## src/common/pin_ctrl_pkg.sv

```systemverilog
package pin_ctrl_pkg;

  // register byte offsets
  localparam logic [7:0] OFF_BUS_CONFIG = 8'h00;
  localparam logic [7:0] OFF_TIMER_CTRL = 8'h04;
  localparam logic [7:0] OFF_PORT_DATA = 8'h08;
  localparam logic [7:0] OFF_PORT_DIR = 8'h0C;
  localparam logic [7:0] OFF_PORT3 = 8'h10;
  localparam logic [7:0] OFF_STATUS = 8'h14;

  // bus config fields
  localparam int BCR_EXT_BUS = 0;
  localparam int BCR_EMU = 3;
  localparam int BCR_EXT_MEM = 7;
  localparam logic [7:0] BCR_EMU_INIT = 8'h89;
  localparam logic [7:0] BCR_NORM_INIT = 8'h00;

  // timer control fields
  localparam int TCR_CLK_SEL = 1;
  localparam int TCR_FAST_GATE = 2;
  localparam logic [7:0] TCR_WR_MASK = 8'h06;
  localparam logic [7:0] TCR_RST = 8'h00;

  // status fields
  localparam int ST_RUN = 0;
  localparam int ST_CLK_STOP = 1;
  localparam int ST_DMA = 2;
  localparam int ST_LOW_POWER = 3;
  localparam int ST_SEQ_BUSY = 4;
  localparam int ST_BUS_GRANT = 5;

  // port reset values
  localparam logic [23:0] PORT_RST = 24'h000000;
  localparam logic [7:0] PORT3_DATA_RST = 8'hFF;
  localparam logic [7:0] PORT3_SEL_RST = 8'h00;

  // on-chip access fill values
  localparam logic [15:0] ADDR_ON_CHIP = 16'hFFFF;
  localparam logic [7:0] DATA_ON_CHIP = 8'hFF;

  // timing counts in phase-2 cycles / clk cycles
  localparam logic [3:0] RESET_SEQ_CYCLES = 4'h9;
  localparam logic [1:0] LOW_POWER_CYCLES = 2'h2;
  localparam logic [7:0] WDT_PULSE_CYCLES = 8'h10;

endpackage

```

## src/rtl/pin_ctrl.sv

```systemverilog
`timescale 1ns/100ps
// Summary of operation
// - strobe low only for external writes
// - strobe is input during granted DMA
// - wait or stop drops run, halts
// - emulation muxes fetch marker onto run
// - wait holds run low until irq/reset
// - stop also freezes phase clock
// - run rising requests phase clock restart
// - gate bit starts/stops fast oscillator
// - select bit picks slow/fast phase source
// - osc drive outputs invert clock inputs
// - reset release sets run, loads config
// - grant low in phase low: DMA
// - grant high: processor drives bus
// - grant low in phase high: halt only
// - emulation traces internal accesses externally
// - reset low two cycles: low power
// - reset makes ports 0..2 inputs, buffers off
// - nine-cycle reset sequence before fetch
// - watchdog pulls reset pin low
// - port direction and data register behaviour
// - port 3 selects chip select or data
module pin_ctrl
  import pin_ctrl_pkg::*;
#(
  parameter logic [7:0] WDT_PULSE = WDT_PULSE_CYCLES
) (
  // clock and reset
  input wire logic clk_i,
  input wire logic rst_i,
  // wishbone slave
  input wire logic wb_cyc_i,
  input wire logic wb_stb_i,
  input wire logic wb_we_i,
  input wire logic [7:0] wb_adr_i,
  input wire logic [3:0] wb_sel_i,
  input wire logic [31:0] wb_dat_i,
  output logic [31:0] wb_dat_o,
  output logic wb_ack_o,
  // clock pins
  input wire logic slow_osc_in_i,
  input wire logic fast_osc_in_i,
  output logic slow_osc_drive_n_o,
  output logic fast_osc_drive_n_o,
  output logic system_phase_clock_o,
  // control pins
  input wire logic bus_grant_in_i,
  input wire logic reset_n_pin_i,
  output logic reset_n_pin_o,
  output logic reset_n_pin_oe_o,
  input wire logic write_strobe_n_i,
  output logic write_strobe_n_o,
  output logic write_strobe_n_oe_o,
  output logic run_pin_o,
  // ports 0..2 (address low, address high, data)
  input wire logic [23:0] port_i,
  output logic [23:0] port_o,
  output logic [23:0] port_oe_o,
  // port 3
  input wire logic [7:0] chip_select_n_i,
  output logic [7:0] port3_o,
  // processor side
  input wire logic cpu_valid_i,
  input wire logic cpu_internal_i,
  input wire logic cpu_we_i,
  input wire logic [15:0] cpu_addr_i,
  input wire logic [7:0] cpu_wdata_i,
  input wire logic [7:0] cpu_idata_i,
  input wire logic cpu_sync_i,
  input wire logic wait_for_irq_instr_i,
  input wire logic stop_clock_instr_i,
  input wire logic irq_req_i,
  input wire logic wdt_timeout_i,
  output logic cpu_halt_o,
  output logic cpu_start_o,
  output logic clk_restart_req_o,
  output logic low_power_o,
  output logic [7:0] ext_rdata_o,
  output logic ext_rdata_valid_o,
  // dma side
  input wire logic [7:0] dma_rdata_i,
  output logic dma_we_o,
  output logic [15:0] dma_addr_o,
  output logic [7:0] dma_wdata_o
);

  typedef struct packed {
    logic [7:0] bus_config_reg;
    logic [7:0] tcr;
    logic [23:0] port_output_reg;
    logic [23:0] port_direction_reg;
    logic [7:0] p3_data;
    logic [7:0] port3_select_reg;
    logic system_phase_clock;
    logic rst_pin_d;
    logic run;
    logic clk_stopped;
    logic dma;
    logic low_power;
    logic [1:0] lp_cnt;
    logic [3:0] seq_cnt;
    logic [7:0] wdt_cnt;
    logic ack;
    logic [31:0] rdata;
    logic restart_req;
    logic cpu_start;
    logic halt;
    logic run_pin;
    logic strobe_out;
    logic strobe_oe;
    logic [23:0] pout;
    logic [23:0] poe;
    logic [7:0] p3_pin;
    logic slow_drv;
    logic fast_drv;
    logic rst_oe;
    logic dma_we;
    logic [15:0] dma_addr;
    logic [7:0] dma_wdata;
    logic [7:0] ext_rdata;
    logic ext_valid;
  } state_t;

  localparam state_t ST_RST = '{
    tcr: TCR_RST,
    port_output_reg: PORT_RST,
    port_direction_reg: PORT_RST,
    p3_data: PORT3_DATA_RST,
    port3_select_reg: PORT3_SEL_RST,
    system_phase_clock: 1'b1,
    run: 1'b1,
    strobe_out: 1'b1,
    p3_pin: PORT3_DATA_RST,
    slow_drv: 1'b1,
    fast_drv: 1'b1,
    default: '0
  };

  state_t st_r;
  state_t st_nxt;

  logic [28:0] sync_in;
  logic [28:0] sync_out;
  logic slow_s;
  logic fast_s;
  logic bg_s;
  logic rp_s;
  logic strobe_s;
  logic [23:0] port_s;

  assign sync_in = {port_i, write_strobe_n_i, reset_n_pin_i, bus_grant_in_i, fast_osc_in_i, slow_osc_in_i};

  sync_bank #(
    .WIDTH(29)
  ) u_sync (
    .clk_i(clk_i),
    .rst_i(rst_i),
    .d_i(sync_in),
    .q_o(sync_out)
  );

  assign slow_s = sync_out[0];
  assign fast_s = sync_out[1];
  assign bg_s = sync_out[2];
  assign rp_s = sync_out[3];
  assign strobe_s = sync_out[4];
  assign port_s = sync_out[28:5];

  always_comb begin
    logic src;
    logic rise;
    logic fall;
    logic hi;
    logic emu;
    logic bus_mode;
    logic ext_cyc;
    logic wb_hit;
    logic [23:0] lvl;
    logic [7:0] sel_mask;
    logic [15:0] a_out;
    logic [7:0] d_out;
    logic d_oe;
    src = 1'b0;
    rise = 1'b0;
    fall = 1'b0;
    hi = 1'b0;
    emu = 1'b0;
    bus_mode = 1'b0;
    ext_cyc = 1'b0;
    wb_hit = 1'b0;
    lvl = '0;
    sel_mask = '0;
    a_out = '0;
    d_out = '0;
    d_oe = 1'b0;
    st_nxt = st_r;
    st_nxt.ack = 1'b0;
    st_nxt.restart_req = 1'b0;
    st_nxt.cpu_start = 1'b0;
    st_nxt.dma_we = 1'b0;
    st_nxt.ext_valid = 1'b0;

    // phase clock source and gating
    src = st_r.tcr[TCR_CLK_SEL] ? (fast_s & st_r.tcr[TCR_FAST_GATE]) : slow_s;
    st_nxt.system_phase_clock = (st_r.clk_stopped | st_r.low_power) ? 1'b1 : src;
    rise = ~st_r.system_phase_clock & st_nxt.system_phase_clock;
    fall = st_r.system_phase_clock & ~st_nxt.system_phase_clock;
    st_nxt.slow_drv = ~slow_s;
    st_nxt.fast_drv = ~(fast_s & st_r.tcr[TCR_FAST_GATE]);
    st_nxt.rst_pin_d = rp_s;

    // watchdog restart pulse on the reset pin
    if (wdt_timeout_i) begin
      st_nxt.wdt_cnt = WDT_PULSE;
    end else if (st_r.wdt_cnt != 8'h00) begin
      st_nxt.wdt_cnt = st_r.wdt_cnt - 8'h01;
    end
    st_nxt.rst_oe = (st_nxt.wdt_cnt != 8'h00);

    if (!rp_s) begin
      // reset pin held low
      st_nxt.bus_config_reg = BCR_NORM_INIT;
      st_nxt.tcr = TCR_RST;
      st_nxt.port_output_reg = PORT_RST;
      st_nxt.port_direction_reg = PORT_RST;
      st_nxt.p3_data = PORT3_DATA_RST;
      st_nxt.port3_select_reg = PORT3_SEL_RST;
      st_nxt.seq_cnt = 4'h0;
      st_nxt.dma = 1'b0;
      if (rise && st_r.lp_cnt != LOW_POWER_CYCLES) begin
        st_nxt.lp_cnt = st_r.lp_cnt + 2'h1;
      end
      st_nxt.low_power = (st_nxt.lp_cnt == LOW_POWER_CYCLES);
    end else if (!st_r.rst_pin_d) begin
      // reset release
      st_nxt.run = 1'b1;
      st_nxt.clk_stopped = 1'b0;
      st_nxt.low_power = 1'b0;
      st_nxt.lp_cnt = 2'h0;
      st_nxt.restart_req = 1'b1;
      st_nxt.bus_config_reg = bg_s ? BCR_NORM_INIT : BCR_EMU_INIT;
      st_nxt.seq_cnt = RESET_SEQ_CYCLES;
    end else begin
      // start-up sequence
      if (rise && st_r.seq_cnt != 4'h0) begin
        st_nxt.seq_cnt = st_r.seq_cnt - 4'h1;
        st_nxt.cpu_start = (st_r.seq_cnt == 4'h1);
      end
      // wait / stop and wake-up
      if (!st_r.run) begin
        if (irq_req_i) begin
          st_nxt.run = 1'b1;
          st_nxt.clk_stopped = 1'b0;
          st_nxt.restart_req = 1'b1;
        end
      end else if (st_r.system_phase_clock && !st_r.halt && (wait_for_irq_instr_i || stop_clock_instr_i)) begin
        st_nxt.run = 1'b0;
        st_nxt.clk_stopped = stop_clock_instr_i;
      end
      // bus grant direction control
      if (bg_s) begin
        st_nxt.dma = 1'b0;
      end else if (!st_r.system_phase_clock) begin
        st_nxt.dma = 1'b1;
      end
      // register writes
      if (wb_cyc_i && wb_stb_i && wb_we_i && !st_r.ack) begin
        if ({wb_adr_i[7:2], 2'b00} == OFF_BUS_CONFIG && wb_sel_i[0]) begin
          st_nxt.bus_config_reg = wb_dat_i[7:0];
        end
        if ({wb_adr_i[7:2], 2'b00} == OFF_TIMER_CTRL && wb_sel_i[0]) begin
          st_nxt.tcr = wb_dat_i[7:0] & TCR_WR_MASK;
        end
        for (int b = 0; b < 3; b++) begin
          if ({wb_adr_i[7:2], 2'b00} == OFF_PORT_DATA && wb_sel_i[b]) begin
            st_nxt.port_output_reg[8*b+:8] = wb_dat_i[8*b+:8];
          end
          if ({wb_adr_i[7:2], 2'b00} == OFF_PORT_DIR && wb_sel_i[b]) begin
            st_nxt.port_direction_reg[8*b+:8] = wb_dat_i[8*b+:8];
          end
        end
        if ({wb_adr_i[7:2], 2'b00} == OFF_PORT3 && wb_sel_i[0]) begin
          st_nxt.p3_data = wb_dat_i[7:0];
        end
        if ({wb_adr_i[7:2], 2'b00} == OFF_PORT3 && wb_sel_i[1]) begin
          st_nxt.port3_select_reg = wb_dat_i[15:8];
        end
      end
    end

    // pin levels, input buffers off during reset
    lvl = port_s & {24{rp_s}};

    // wishbone answer
    wb_hit = wb_cyc_i & wb_stb_i & ~st_r.ack;
    st_nxt.ack = wb_hit;
    if (wb_hit && !wb_we_i) begin
      case ({wb_adr_i[7:2], 2'b00})
        OFF_BUS_CONFIG: st_nxt.rdata = {24'h000000, st_r.bus_config_reg};
        OFF_TIMER_CTRL: st_nxt.rdata = {24'h000000, st_r.tcr};
        OFF_PORT_DATA: st_nxt.rdata = {8'h00, lvl};
        OFF_PORT_DIR: st_nxt.rdata = {8'h00, st_r.port_direction_reg};
        OFF_PORT3: st_nxt.rdata = {16'h0000, st_r.port3_select_reg, st_r.p3_data};
        OFF_STATUS: begin
          st_nxt.rdata = 32'h00000000;
          st_nxt.rdata[ST_RUN] = st_r.run;
          st_nxt.rdata[ST_CLK_STOP] = st_r.clk_stopped;
          st_nxt.rdata[ST_DMA] = st_r.dma;
          st_nxt.rdata[ST_LOW_POWER] = st_r.low_power;
          st_nxt.rdata[ST_SEQ_BUSY] = (st_r.seq_cnt != 4'h0);
          st_nxt.rdata[ST_BUS_GRANT] = bg_s;
        end
        default: st_nxt.rdata = 32'h00000000;
      endcase
    end

    // processor halt: stopped, grant low, in reset, or still sequencing
    st_nxt.halt = ~st_nxt.run | ~bg_s | ~rp_s | (st_nxt.seq_cnt != 4'h0);

    // run pin
    hi = st_nxt.system_phase_clock;
    emu = st_nxt.bus_config_reg[BCR_EMU];
    st_nxt.run_pin = (emu && !hi) ? cpu_sync_i : st_nxt.run;

    // external bus pins
    bus_mode = st_nxt.bus_config_reg[BCR_EXT_BUS] | emu | st_nxt.bus_config_reg[BCR_EXT_MEM];
    ext_cyc = cpu_valid_i & ~cpu_internal_i & ~st_nxt.halt;
    a_out = (cpu_internal_i && !emu) ? ADDR_ON_CHIP : cpu_addr_i;
    if (ext_cyc && cpu_we_i) begin
      d_out = cpu_wdata_i;
    end else if (cpu_internal_i && emu) begin
      d_out = cpu_we_i ? cpu_wdata_i : cpu_idata_i;
    end else begin
      d_out = DATA_ON_CHIP;
    end
    d_oe = hi & cpu_valid_i & ~(ext_cyc & ~cpu_we_i);
    st_nxt.strobe_oe = ~st_nxt.dma;
    st_nxt.strobe_out = ~(hi & ext_cyc & cpu_we_i & bus_mode);

    if (!rp_s) begin
      st_nxt.pout = '0;
      st_nxt.poe = '0;
    end else if (bus_mode && st_nxt.dma) begin
      st_nxt.pout = {dma_rdata_i, 16'h0000};
      st_nxt.poe = {{8{hi & strobe_s}}, 16'h0000};
    end else if (bus_mode) begin
      st_nxt.pout = {d_out, a_out};
      st_nxt.poe = {{8{d_oe}}, 16'hFFFF};
    end else begin
      st_nxt.pout = st_nxt.port_output_reg;
      st_nxt.poe = st_nxt.port_direction_reg;
    end

    // dma write into the addressed on-chip location
    if (st_nxt.dma && fall && !strobe_s) begin
      st_nxt.dma_we = 1'b1;
      st_nxt.dma_addr = port_s[15:0];
      st_nxt.dma_wdata = port_s[23:16];
    end

    // external read data capture at end of phase high
    if (!st_nxt.dma && fall && ext_cyc && !cpu_we_i) begin
      st_nxt.ext_rdata = port_s[23:16];
      st_nxt.ext_valid = 1'b1;
    end

    // port 3 chip select / data mux
    sel_mask = st_nxt.port3_select_reg | {st_nxt.bus_config_reg[BCR_EXT_MEM], 7'h00};
    st_nxt.p3_pin = (sel_mask & chip_select_n_i) | (~sel_mask & st_nxt.p3_data);
  end

  always_ff @(posedge clk_i) begin
    if (rst_i) begin
      st_r <= ST_RST;
    end else begin
      st_r <= st_nxt;
    end
  end

  // outputs
  assign wb_dat_o = st_r.rdata;
  assign wb_ack_o = st_r.ack;
  assign slow_osc_drive_n_o = st_r.slow_drv;
  assign fast_osc_drive_n_o = st_r.fast_drv;
  assign system_phase_clock_o = st_r.system_phase_clock;
  assign reset_n_pin_o = 1'b0;
  assign reset_n_pin_oe_o = st_r.rst_oe;
  assign write_strobe_n_o = st_r.strobe_out;
  assign write_strobe_n_oe_o = st_r.strobe_oe;
  assign run_pin_o = st_r.run_pin;
  assign port_o = st_r.pout;
  assign port_oe_o = st_r.poe;
  assign port3_o = st_r.p3_pin;
  assign cpu_halt_o = st_r.halt;
  assign cpu_start_o = st_r.cpu_start;
  assign clk_restart_req_o = st_r.restart_req;
  assign low_power_o = st_r.low_power;
  assign ext_rdata_o = st_r.ext_rdata;
  assign ext_rdata_valid_o = st_r.ext_valid;
  assign dma_we_o = st_r.dma_we;
  assign dma_addr_o = st_r.dma_addr;
  assign dma_wdata_o = st_r.dma_wdata;

endmodule

```

## src/rtl/sync_bank.sv

```systemverilog
`timescale 1ns/100ps
module sync_bank #(
  parameter int WIDTH = 1
) (
  // clock and reset
  input wire logic clk_i,
  input wire logic rst_i,
  // asynchronous in, synchronised out
  input wire logic [WIDTH-1:0] d_i,
  output logic [WIDTH-1:0] q_o
);

  logic [WIDTH-1:0] meta_r;
  logic [WIDTH-1:0] sync_r;

  always_ff @(posedge clk_i) begin
    if (rst_i) begin
      meta_r <= '0;
      sync_r <= '0;
    end else begin
      meta_r <= d_i;
      sync_r <= meta_r;
    end
  end

  assign q_o = sync_r;

endmodule

```

## config.mk

```make
export PLATFORM = sky130hd
export DESIGN_NAME = pin_ctrl
export DESIGN_NICKNAME = d
export VERILOG_FILES = /design/src/common/pin_ctrl_pkg.sv /design/src/rtl/pin_ctrl.sv /design/src/rtl/sync_bank.sv
export SDC_FILE = /design/constraint.sdc
export NUM_CORES = 1
export LEC_CHECK = 0
export BUFFER_PORTS_ARGS = -buffer_cell sky130_fd_sc_hd__buf_2
export CELL_PAD_IN_SITES_DETAIL_PLACEMENT = 1
export CELL_PAD_IN_SITES_GLOBAL_PLACEMENT = 2
export CORE_MARGIN = 3
export CORE_UTILIZATION = 32
export DETAILED_ROUTE_END_ITERATION = 16
export MAX_ROUTING_LAYER = met4
export PLACE_DENSITY = 0.83
export SLEW_MARGIN = 10
export SYNTH_ARGS = -nofsm -noshare
export SYNTH_HDL_FRONTEND = slang
export SYNTH_SLANG_ARGS = --single-unit
```

## constraint.sdc

```tcl
create_clock -name clk_i -period 2.5 [get_ports clk_i]
set_input_delay 0.5 -clock clk_i [delete_from_list [all_inputs] [get_ports clk_i]]
set_output_delay 0.5 -clock clk_i [all_outputs]
set_load 0.01 [all_outputs]
```

==> metrics.md, run 1 <==
| Metric | Value |
|---|---|
| Status | complete, no violations |
| Netlist cell types | 70 |
| Final Net Count | roughly 1600 |
| Hold Crit Depth | 2 |
| Crit Reg-Reg Endpoint | port_oe_o[19]$_SDFF_PP0_ |
| Max-slew violations | 0 |
| Final setup TNS | 0 ns |
| Gr usage total | 20.1% |
| Post-DR vias/cell | 4.93 |
| Reg2Reg Depth | 6 |
| Initial Utilization | 32.8% |
| First-pass GRT wire length | between 50 and 60 mm |
| CTS Hold Bufs | 0 |
| Routed len/inst | 20.2 µm |
| Number of synthesized flops with an enable pin | 0 |
| Async set-or-reset flop fraction in the synthesized netlist | 0% |
| Ys flop type | dfxtp_1 |
| Post-CTS sizing | 0 |
| Max VDD drop | roughly 0.66 mV |
| Hold Vio Cnt, Final | 0 |
| Tightest Hold Check Type | in -> reg |
| Req. time, crit path | 2.87 ns |
| CP startpoint kind | flip-flop |
| Die height | 195 µm |
| Worst-Margin Slew | 0.891 ns |
| Post-layout util | between 40 and 50% |
| I/O pin total | 269 |
| Die area | roughly 38000 µm² |
| Register area share after synthesis | between 40% and 50% |
| Synthesis Warnings | 0 |
| CTS sink cnt | 276 |
| Later-pin clock latency in the skew report | 0.52 ns |
| CTS max path bufs | 3 |
| Worst-path clk slew | 0.06 ns |
| Cell count after synthesis | approximately 1300 |
| Core area | 35000 µm² |
| DR pass1 iterations | 5 |
| Clk root buf | clkbuf_16 |
| Vias in the first global route | 9673 |
| Die Width | around 200 µm |
| Worst Path Arrival | 2.66 ns |
| Final min period | 2.29 ns |
| MaxCap Viol Count | 0 |
| Hold EP | u_sync.meta_r[12]$_SDFF_PP0_ |
| PD cells | 793 nW/µm² |
| Crit share post-route | 91.6% |
| Commonest non-fill, non-tap cell in the layout | dfxtp_1 |
| DRT iter0 DRCs | ~490 |
| DRT Wirelength | 38.3 mm |
| RSZ-0062 raised after global routing | false |
| Area grow syn2layout | 22.1% |
| #FFs+latches synth | 276 |
| H-tree Lvls | 2 |
| R2r setup slk | approximately 0.21 ns |
| Setup bufs post-CTS | 0 |
| Worst setup path category | reg -> reg |
| DRT antenna net count | 0 |
| CP Capture Type | flip-flop |
| CTS tree | built |
| Static Leak | 5.73 nW |
| Commonest cells after routing, fill and taps aside | 276 x dfxtp_1, 247 x buf_2, 124 x nor2_1 |
| Setup violators final | 0 |
| Hold Crit Start | port_i[7] |
| Inserted Clock Buffers | 34 |
| PortBufs | about 250 |
| Syn_area_per_cell | 9.17 µm² |
| Netlist Area Pre-Place | 11500 µm² |
| Total number of vias | approximately 9400 |
| Max Fclk | 437 MHz |
| Final routed DRC violation total | 0 |
| Row count | 68 |
| Worst r2r src | st_r[217]$_SDFFE_PP0P_ |
| Layout cells sized above 1 | roughly 28% |
| GRT Residual Overflow | 0 |
| Routability Congestion | between 0.8 and 0.9 |
| Initial antenna violation count | 3 |
| Post-DP HPWL | 28.1 mm |
| Clock Skew | 0.0357 ns |
| Largest net degree at the start of global routing | 138 |
| Max FO, Critical Path | 8 |
| Max-slew headroom | between 40% and 50% |
worst max-delay path by stage:
stage | start | endpoint | slack (ns)
finish | st_r[217]$_SDFFE_PP0P_ | port_oe_o[19]$_SDFF_PP0_ | 0.21
global route | st_r[218]$_SDFFE_PP0P_ | ext_rdata_o[7]$_SDFFE_PP0P_ | 0.09
detailed placement | wait_for_irq_instr_i | port_oe_o[16]$_SDFF_PP0_ | 0.0003
floorplan | wb_adr_i[3] | port_o[16]$_SDFF_PP0_ | 0.22
global placement | wait_for_irq_instr_i | port_oe_o[20]$_SDFF_PP0_ | 0.05
CTS | st_r[150]$_SDFF_PP0_ | port_oe_o[19]$_SDFF_PP0_ | 0.24
metal layers:
metal  routed length (µm)  global-route usage (%)  vias to the layer above
met5                    0                       -                        -
met4                 1060                    6.52                        0
met3                 2270                    4.07                       66
met2                17500                    31.7                      293
met1                17500                    26.0                     4488
li1                     -                       -                     4528
layout make-up:
class	count	area (µm²)
fill	4060	21000
sequential	276	5530
multi-input combinational	773	4710
timing repair buffer	313	1860
clock buffer	44	1020
tap	455	569
clock inverter	15	239
inverter	21	78.8
antenna	3	7.51
cell families after synthesis:
logic type	synth area share [%]
XOR/XNOR	0.535
other	0.0327
AND/OR/NAND/NOR	20.0
flip-flops	48.2
adder cells (fa/ha/maj)	0.545
multiplexers	6.71
buffers and inverters	11.1
AO/OA/AOI/OAI	12.9
flip-flops by register name, summed over array words and instances (netlist names), 8 cells and up:
signal         cells
u_sync.q_o        29
st_r              92
wb_dat_o          24
dma_addr_o        16
dma_wdata_o        8
ext_rdata_o        8
port_o            24
port_oe_o         24
port3_o            8
u_sync.meta_r     29
stage by stage:
| stage | cells | cell area (µm²) | hold slack [ns] | total power, W | setup slack, ns |
|---|---|---|---|---|---|
| finish | 1900 | 14000 | 0.200 | 0.0111 | 0.210 |
| floorplan | 1258 | 11500 | 0.379 | 0.00538 | 0.219 |
| detailed placement | 1838 | 12700 | 0.425 | 0.00573 | 0.000266 |
| global route | 1900 | 14000 | 0.185 | 0.0116 | 0.0904 |
| CTS | 1897 | 14000 | 0.173 | 0.0113 | 0.240 |
| global placement | 1838 | 12700 | 0.416 | 0.00571 | 0.0483 |
power breakdown:
group | internal [W] | leakage (nW) | switching [W] | total [W]
Clock | 0.00351 | 0.630 | 0.00197 | 0.00548
Sequential | 0.00453 | 2.24 | 0.000106 | 0.00463
Combinational | 0.000412 | 2.86 | 0.000579 | 0.000992
critical path, cell delays in order (launching register included):
cell and delay [ns]:
dfxtp_1 0.36, and3_1 0.22, o311a_1 0.38, mux2i_2 0.41
nand4_4 0.19, o31ai_4 0.45, o31ai_1 0.15
Yosys cell counts (all sizes together), types with 13 or more instances:
library cell | instances | area, µm²
nor3 | 36 | 229
dfxtp | 276 | 5530
mux2i | 72 | 724
nor2 | 129 | 497
nand2 | 98 | 368
nor2b | 61 | 382
nor4 | 13 | 81.3
buf | 142 | 1030
a211oi | 22 | 165
a21oi | 92 | 460
nand3 | 36 | 180
o21ai | 38 | 205
nand2b | 17 | 106
and3 | 14 | 87.6
inv | 21 | 78.8
clkbuf | 46 | 173
Power figures use the tool's default switching activity.
==> run 2: changes to the inputs <==
--- a/config.mk
+++ b/config.mk
@@ -5,7 +5,7 @@
 export SDC_FILE = /design/constraint.sdc
 export NUM_CORES = 1
 export LEC_CHECK = 0
-export BUFFER_PORTS_ARGS = -buffer_cell sky130_fd_sc_hd__buf_2
+export BUFFER_PORTS_ARGS = -buffer_cell sky130_fd_sc_hd__clkbuf_2
 export CELL_PAD_IN_SITES_DETAIL_PLACEMENT = 1
 export CELL_PAD_IN_SITES_GLOBAL_PLACEMENT = 2
 export CORE_MARGIN = 3
==> constraint.sdc (replaced) <==
create_clock -name clk_i -period 2.5 [get_ports clk_i]
set_input_delay 0.375 -clock clk_i [delete_from_list [all_inputs] [get_ports clk_i]]
set_output_delay 0.375 -clock clk_i [all_outputs]
set_load 0.01 [all_outputs]
==> run 2 against run 1 <==
Worst hold slack got worse by 0.17 ns. Global-route usage decreased by 0.077 points. Sequential share of layout area increased by 0.62 points. Maximum frequency decreased by 3.7%. Flip-flop and latch count unchanged.
==> metrics.md, run 2 (synthesis results as in run 1) <==
| Metric | Value |
|---|---|
| Largest net degree at the start of global routing | approximately 130 |
| Routability Congestion | roughly 0.86 |
| Static Leak | 5.55 nW |
| Final setup TNS | 0 ns |
| GRT Residual Overflow | 0 |
| Crit-path cells | or2_1 > o311a_1 > mux2i_2 > nand4_4 > o31ai_4 > o31ai_1 |
| Final routed DRC violation total | 0 |
| Post-DP HPWL | between 20 and 30 mm |
| Die height | 195 µm |
| Area grow syn2layout | 20.2% |
| Tightest Hold Check Type | in -> reg |
| Max Fclk | 421 MHz |
| I/O pin total | between 200 and 300 |
| Inserted Clock Buffers | 31 |
| Max-slew headroom | 44.1% |
| Req. time, crit path | 2.91 ns |
| DRT antenna net count | 0 |
| Max VDD drop | 0.492 mV |
| MaxCap Viol Count | 0 |
| Final min period | ~2.4 ns |
| Hold Vio Cnt, Final | 0 |
| Cell Area, Placed | 12800 µm² |
| R2r setup slk | 0.12 ns |
| Post-layout util | 39.4% |
| Max FO, Critical Path | 8 |
| Later-pin clock latency in the skew report | 0.56 ns |
| PortBufs | 248 |
| CP startpoint kind | flip-flop |
| Initial Utilization | between 30% and 40% |
| Sw Pwr | 0.00253 W |
| Setup violators final | 0 |
| Final Net Count | 1555 |
| PD cells | ~740 nW/µm² |
| Max-slew violations | 0 |
| H-tree Lvls | 1 |
| Die area | ~38000 µm² |
| Worst path bufs/invs | 0 |
| Sw frac | 24.7% |
| CP Capture Type | flip-flop |
| Post-DR vias/cell | 4.95 |
| Worst-path clk slew | roughly 0.070 ns |
| DRT iter0 DRCs | 482 |
| Worst setup path category | reg -> reg |
| Total number of vias | ~9400 |
| Crit share post-route | 95.1% |
| Worst Path Arrival | around 2.8 ns |
| Share of total power in the clock network | 44.9% |
| Clk root buf | clkbuf_16 |
| Fillers | 4093 |
| Critical-path top delay cell | o31ai_4 |
| Sequential power share | 45.2% |
| Row count | slightly below 70 |
| DR pass1 iterations | 5 |
| Worst-Margin Slew | around 0.84 ns |
| ANT cells | 0 |
| Vias in the first global route | 9707 |
| Critical path depth | 6 |
| Die Width | 195 µm |
| Initial antenna violation count | 0 |
| DRT Wirelength | 38.3 mm |
| Worst r2r src | st_r[148]$_SDFFE_PP0P_ |
| CTS tree | built |
| First-pass GRT wire length | a little under 60 mm |
| Reg2Reg Depth | 6 |
| Design area | 13800 µm² |
| Core area | 35000 µm² |
| Commonest non-fill, non-tap cell in the layout | dfxtp_1 |
| Layout cells sized above 1 | 27.8% |
| CP peak stage delay | 0.49 ns |
| Clock Skew | about 0.017 ns |
| Status | complete, no violations |
| Crit Reg-Reg Endpoint | port_oe_o[18]$_SDFF_PP0_ |
| Internal Power | 0.00772 W |
| CTS sink cnt | around 280 |
| Delay-heaviest family, CP | compound AO/OA/AOI/OAI gates |
| CP endpoint | port_oe_o[18]$_SDFF_PP0_ |
| Comb pwr share | 9.8% |
| Routed len/inst | 20.3 µm |
| Gr usage total | 20.0% |
| Setup crit start | st_r[148]$_SDFFE_PP0P_ |
| Commonest cells after routing, fill and taps aside | 276 x dfxtp_1, 247 x clkbuf_2, 124 x nor2_1 |
| CTS max path bufs | 3 |
| Biggest register | st_r |
| Max FFs per register | 92 |
## run 2: power by group through the flow
stage | clock [W] | sequential [W] | combinational (W)
after floorplan | 0 | 0.00470 | 0.000686
after global placement | 0 | 0.00473 | 0.000978
after detailed placement | 0 | 0.00473 | 0.000996
after CTS | 0.00473 | 0.00464 | 0.00102
after global routing | 0.00491 | 0.00465 | 0.00114
final | 0.00461 | 0.00464 | 0.00101
## run 2: area by class of cell
class,instances,area [µm²],share of cell area [%]
Clock buffer,40,850,6.16
Sequential cell,276,5530,40.1
Multi-Input combinational cell,773,4710,34.2
Tap cell,455,569,4.13
Timing Repair Buffer,313,1880,13.6
Clock inverter,12,169,1.23
Inverter,21,78.8,0.572
## run 2: per-layer routing
layer / up-vias / share of wire (%) / GRT usage (%) / wire length [µm]
li1: 4522 / - / - / -
met1: 4522 / 46 / 26.4 / 17500
met2: 249 / 46 / 31.9 / 17700
met3: 69 / 5.1 / 3.31 / 1960
met4: 0 / 3.0 / 5.73 / 1140
met5: - / 0 / - / 0
## run 2: worst min path at each step
stage | depth (start not counted) | start | slack, ns | end
final | 2 | port_i[16] | 0.03 | u_sync.meta_r[21]$_SDFF_PP0_
after floorplan | 1 | u_sync.q_o[0]$_SDFF_PP0_ | 0.38 | slow_osc_drive_n_o$_SDFF_PP1_
after global routing | 2 | port_i[16] | 0.01 | u_sync.meta_r[21]$_SDFF_PP0_
after global placement | 1 | u_sync.meta_r[19]$_SDFF_PP0_ | 0.42 | u_sync.q_o[19]$_SDFF_PP0_
after detailed placement | 1 | u_sync.meta_r[1]$_SDFF_PP0_ | 0.42 | u_sync.q_o[1]$_SDFF_PP0_
after CTS | 2 | port_i[14] | 0.001 | u_sync.meta_r[19]$_SDFF_PP0_
## run 2: metrics by stage
stage,instances,hold WS [ns],total power (W),worst slack [ns]
2_1_floorplan,1258,0.379,0.00538,0.344
3_3_place_gp,1838,0.419,0.00571,0.104
3_5_place_dp,1838,0.425,0.00573,0.0288
4_1_cts,1890,0.00139,0.0104,0.138
5_1_grt,1890,0.0143,0.0107,-0.000618
6_report,1890,0.0273,0.0102,0.123
## run 2: timing repair
item                       in CTS  in global routing
setup endpoints to repair       0                  3
hold buffers                    0                  0
gates resized for setup         0                  2
setup buffers                   0                  0
==> run 3: changes to the inputs <==
--- a/config.mk
+++ b/config.mk
@@ -9,10 +9,10 @@
 export CELL_PAD_IN_SITES_DETAIL_PLACEMENT = 1
 export CELL_PAD_IN_SITES_GLOBAL_PLACEMENT = 2
 export CORE_MARGIN = 3
-export CORE_UTILIZATION = 32
+export CORE_UTILIZATION = 35
 export DETAILED_ROUTE_END_ITERATION = 16
 export MAX_ROUTING_LAYER = met4
-export PLACE_DENSITY = 0.83
+export PLACE_DENSITY = 0.89
 export SLEW_MARGIN = 10
 export SYNTH_ARGS = -nofsm -noshare
 export SYNTH_HDL_FRONTEND = slang
==> constraint.sdc (replaced) <==
create_clock -name clk_i -period 3.1 [get_ports clk_i]
set_input_delay 0.465 -clock clk_i [delete_from_list [all_inputs] [get_ports clk_i]]
set_output_delay 0.465 -clock clk_i [all_outputs]
set_load 0.01 [all_outputs]
==> run 3 against run 2 <==
Register-to-register slack improved by 0.37 ns. Clock-buffer cell count increased by 2. Global-route usage increased by 0.89 points. Via count decreased by 0.38%. Sequential share of layout area increased by 1.2 points.
==> metrics.md, run 3 (synthesis results as in run 1) <==
| Metric | Value |
|---|---|
| Hold Crit Start | port_i[23] |
| Post-DP HPWL | 27.3 mm |
| Worst-Margin Slew | 0.888 ns |
| Area grow syn2layout | 16.6% |
| Delay-heaviest family, CP | flip-flops |
| Final min period | 2.61 ns |
| Clk root buf | clkbuf_16 |
| CTS Hold Bufs | 0 |
| Layout cells sized above 1 | 26.2% |
| Reg2Reg Depth | 7 |
| CTS tree | built |
| Gr usage total | between 20% and 30% |
| Setup bufs post-CTS | 0 |
| Critical path depth | 7 |
| First-pass GRT wire length | between 50 and 60 mm |
| CP startpoint kind | flip-flop |
| Tightest Hold Check Type | in -> reg |
| Worst path bufs/invs | 1 |
| Worst setup path category | reg -> reg |
| Inserted Clock Buffers | 31 |
| DRT iter0 DRCs | 562 |
| Final Net Count | 1524 |
| Core area | 32000 µm² |
| Max-slew violations | 0 |
| Setup crit start | u_sync.q_o[3]$_SDFF_PP0_ |
| Setup violators final | 0 |
| H-tree Lvls | 1 |
| Static Leak | 5.34 nW |
| Crit-path cells | nand2_1 > or2_2 > o21bai_1 > o22ai_1 > buf_4 > o221ai_1 > o21ai_1 |
| Final setup TNS | 0 ns |
| Vias in the first global route | 9677 |
| Max FO, Critical Path | 15 |
| Post-DR vias/cell | 5.06 |
| Die height | 187 µm |
| Biggest register | st_r |
| CP Capture Type | flip-flop |
| DRT antenna net count | 0 |
| ANT cells | 0 |
| Dpl cells | 1787 |
| MaxCap Viol Count | 0 |
| CP endpoint | port_o[16]$_SDFF_PP0_ |
| Total number of vias | 9326 |
| Later-pin clock latency in the skew report | ~0.55 ns |
| PD cells | around 610 nW/µm² |
| Row count | 65 |
| CTS max path bufs | 3 |
| CP peak stage delay | 0.79 ns |
| Critical-path top delay cell | dfxtp_1 |
| Worst-path clk slew | 0.06 ns |
| Tot Pwr | approximately 0.008 W |
| CTS sink cnt | 276 |
| Final routed DRC violation total | 0 |
| R2r setup slk | between 0.4 and 0.5 ns |
| GRT Residual Overflow | 0 |
| Initial Utilization | 35.9% |
| Status | complete, no violations |
| Max VDD drop | 0.470 mV |
| Commonest non-fill, non-tap cell in the layout | dfxtp_1 |
| Crit Reg-Reg Endpoint | port_o[16]$_SDFF_PP0_ |
| I/O pin total | 269 |
| RSZ-0062 raised after global routing | false |
| Commonest cells after routing, fill and taps aside | 276 x dfxtp_1, 247 x clkbuf_2, 124 x nor2_1 |
| Hold Vio Cnt, Final | 0 |
| Layout Cells excl Fill | 1842 |
| PortBufs | 248 |
| Largest net degree at the start of global routing | 84 |
| DRT Wirelength | 36.9 mm |
| Initial antenna violation count | 0 |
| Max-slew headroom | 40.8% |
| Die Width | roughly 190 µm |
| Worst r2r src | u_sync.q_o[3]$_SDFF_PP0_ |
| Max FFs per register | 92 |
| DR pass1 iterations | 7 |
| Clock Skew | 0.00843 ns |
| Post-layout util | 41.9% |
| Req. time, crit path | 3.58 ns |
| Routed len/inst | 20.0 µm |
| Crit share post-route | 84.1% |
| Max Fclk | around 380 MHz |
| Post-CTS sizing | 0 |
| Worst Path Arrival | between 3 and 4 ns |
| Die area | 35000 µm² |
| Routability Congestion | 0.879 |
-- run 3: cell types whose count changed in the layout (fill, tap and decap cells not counted), sizes merged --
cell,change
buf,-31
bufinv,-2
clkinvlp,+3
clkbuf,+2
-- run 3: per-stage QoR --
stage,setup slack [ns],hold WS [ns],instance area [µm²]
3_3_place_gp,0.413,0.407,12400
2_1_floorplan,0.854,0.379,11500
3_5_place_dp,0.359,0.426,12400
4_1_cts,0.481,0.101,13400
5_1_grt,0.321,0.111,13400
6_report,0.493,0.125,13400
-- run 3: layer usage --
| metal | part of all wire, % | GRT usage (%) | vias to the layer above |
|---|---|---|---|
| met5 | 0 | - | - |
| met2 | 46 | 33.7 | 299 |
| met4 | 3.0 | 6.08 | 0 |
| li1 | - | - | 4451 |
| met1 | 45 | 26.8 | 4509 |
| met3 | 6.2 | 3.97 | 67 |
-- run 3: how the worst min path moves through the flow --
stage,slack (ns),end,cells after the start
6_report,0.13,u_sync.meta_r[28]$_SDFF_PP0_,2
5_1_grt,0.11,u_sync.meta_r[27]$_SDFF_PP0_,2
4_1_cts,0.10,u_sync.meta_r[27]$_SDFF_PP0_,2
3_5_place_dp,0.43,u_sync.q_o[23]$_SDFF_PP0_,1
3_3_place_gp,0.41,fast_osc_drive_n_o$_SDFF_PP1_,1
2_1_floorplan,0.38,slow_osc_drive_n_o$_SDFF_PP1_,1
-- run 3: final cells by class --
class,instances,area (µm²)
Sequential cell,276,5530
Fill cell,3751,18600
Timing Repair Buffer,282,1510
Clock inverter,13,135
Clock buffer,42,877
Multi-Input combinational cell,773,4710
Tap cell,435,544
Inverter,21,78.8
-- run 3: worst reg2reg max path: stages, from the launching register on --
cell and delay (ns):
dfxtp_1 0.79, nand2_1 0.29, or2_2 0.46, o21bai_1 0.20, o22ai_1 0.21, buf_4 0.26
o221ai_1 0.15, o21ai_1 0.18
-- run 3: report_power, final --
| part | switching [W] | internal [W] | total, W |
|---|---|---|---|
| Clock | 0.00148 | 0.00214 | 0.00362 |
| Combinational | 0.000463 | 0.000318 | 0.000781 |
| Sequential | 0.0000863 | 0.00365 | 0.00374 |
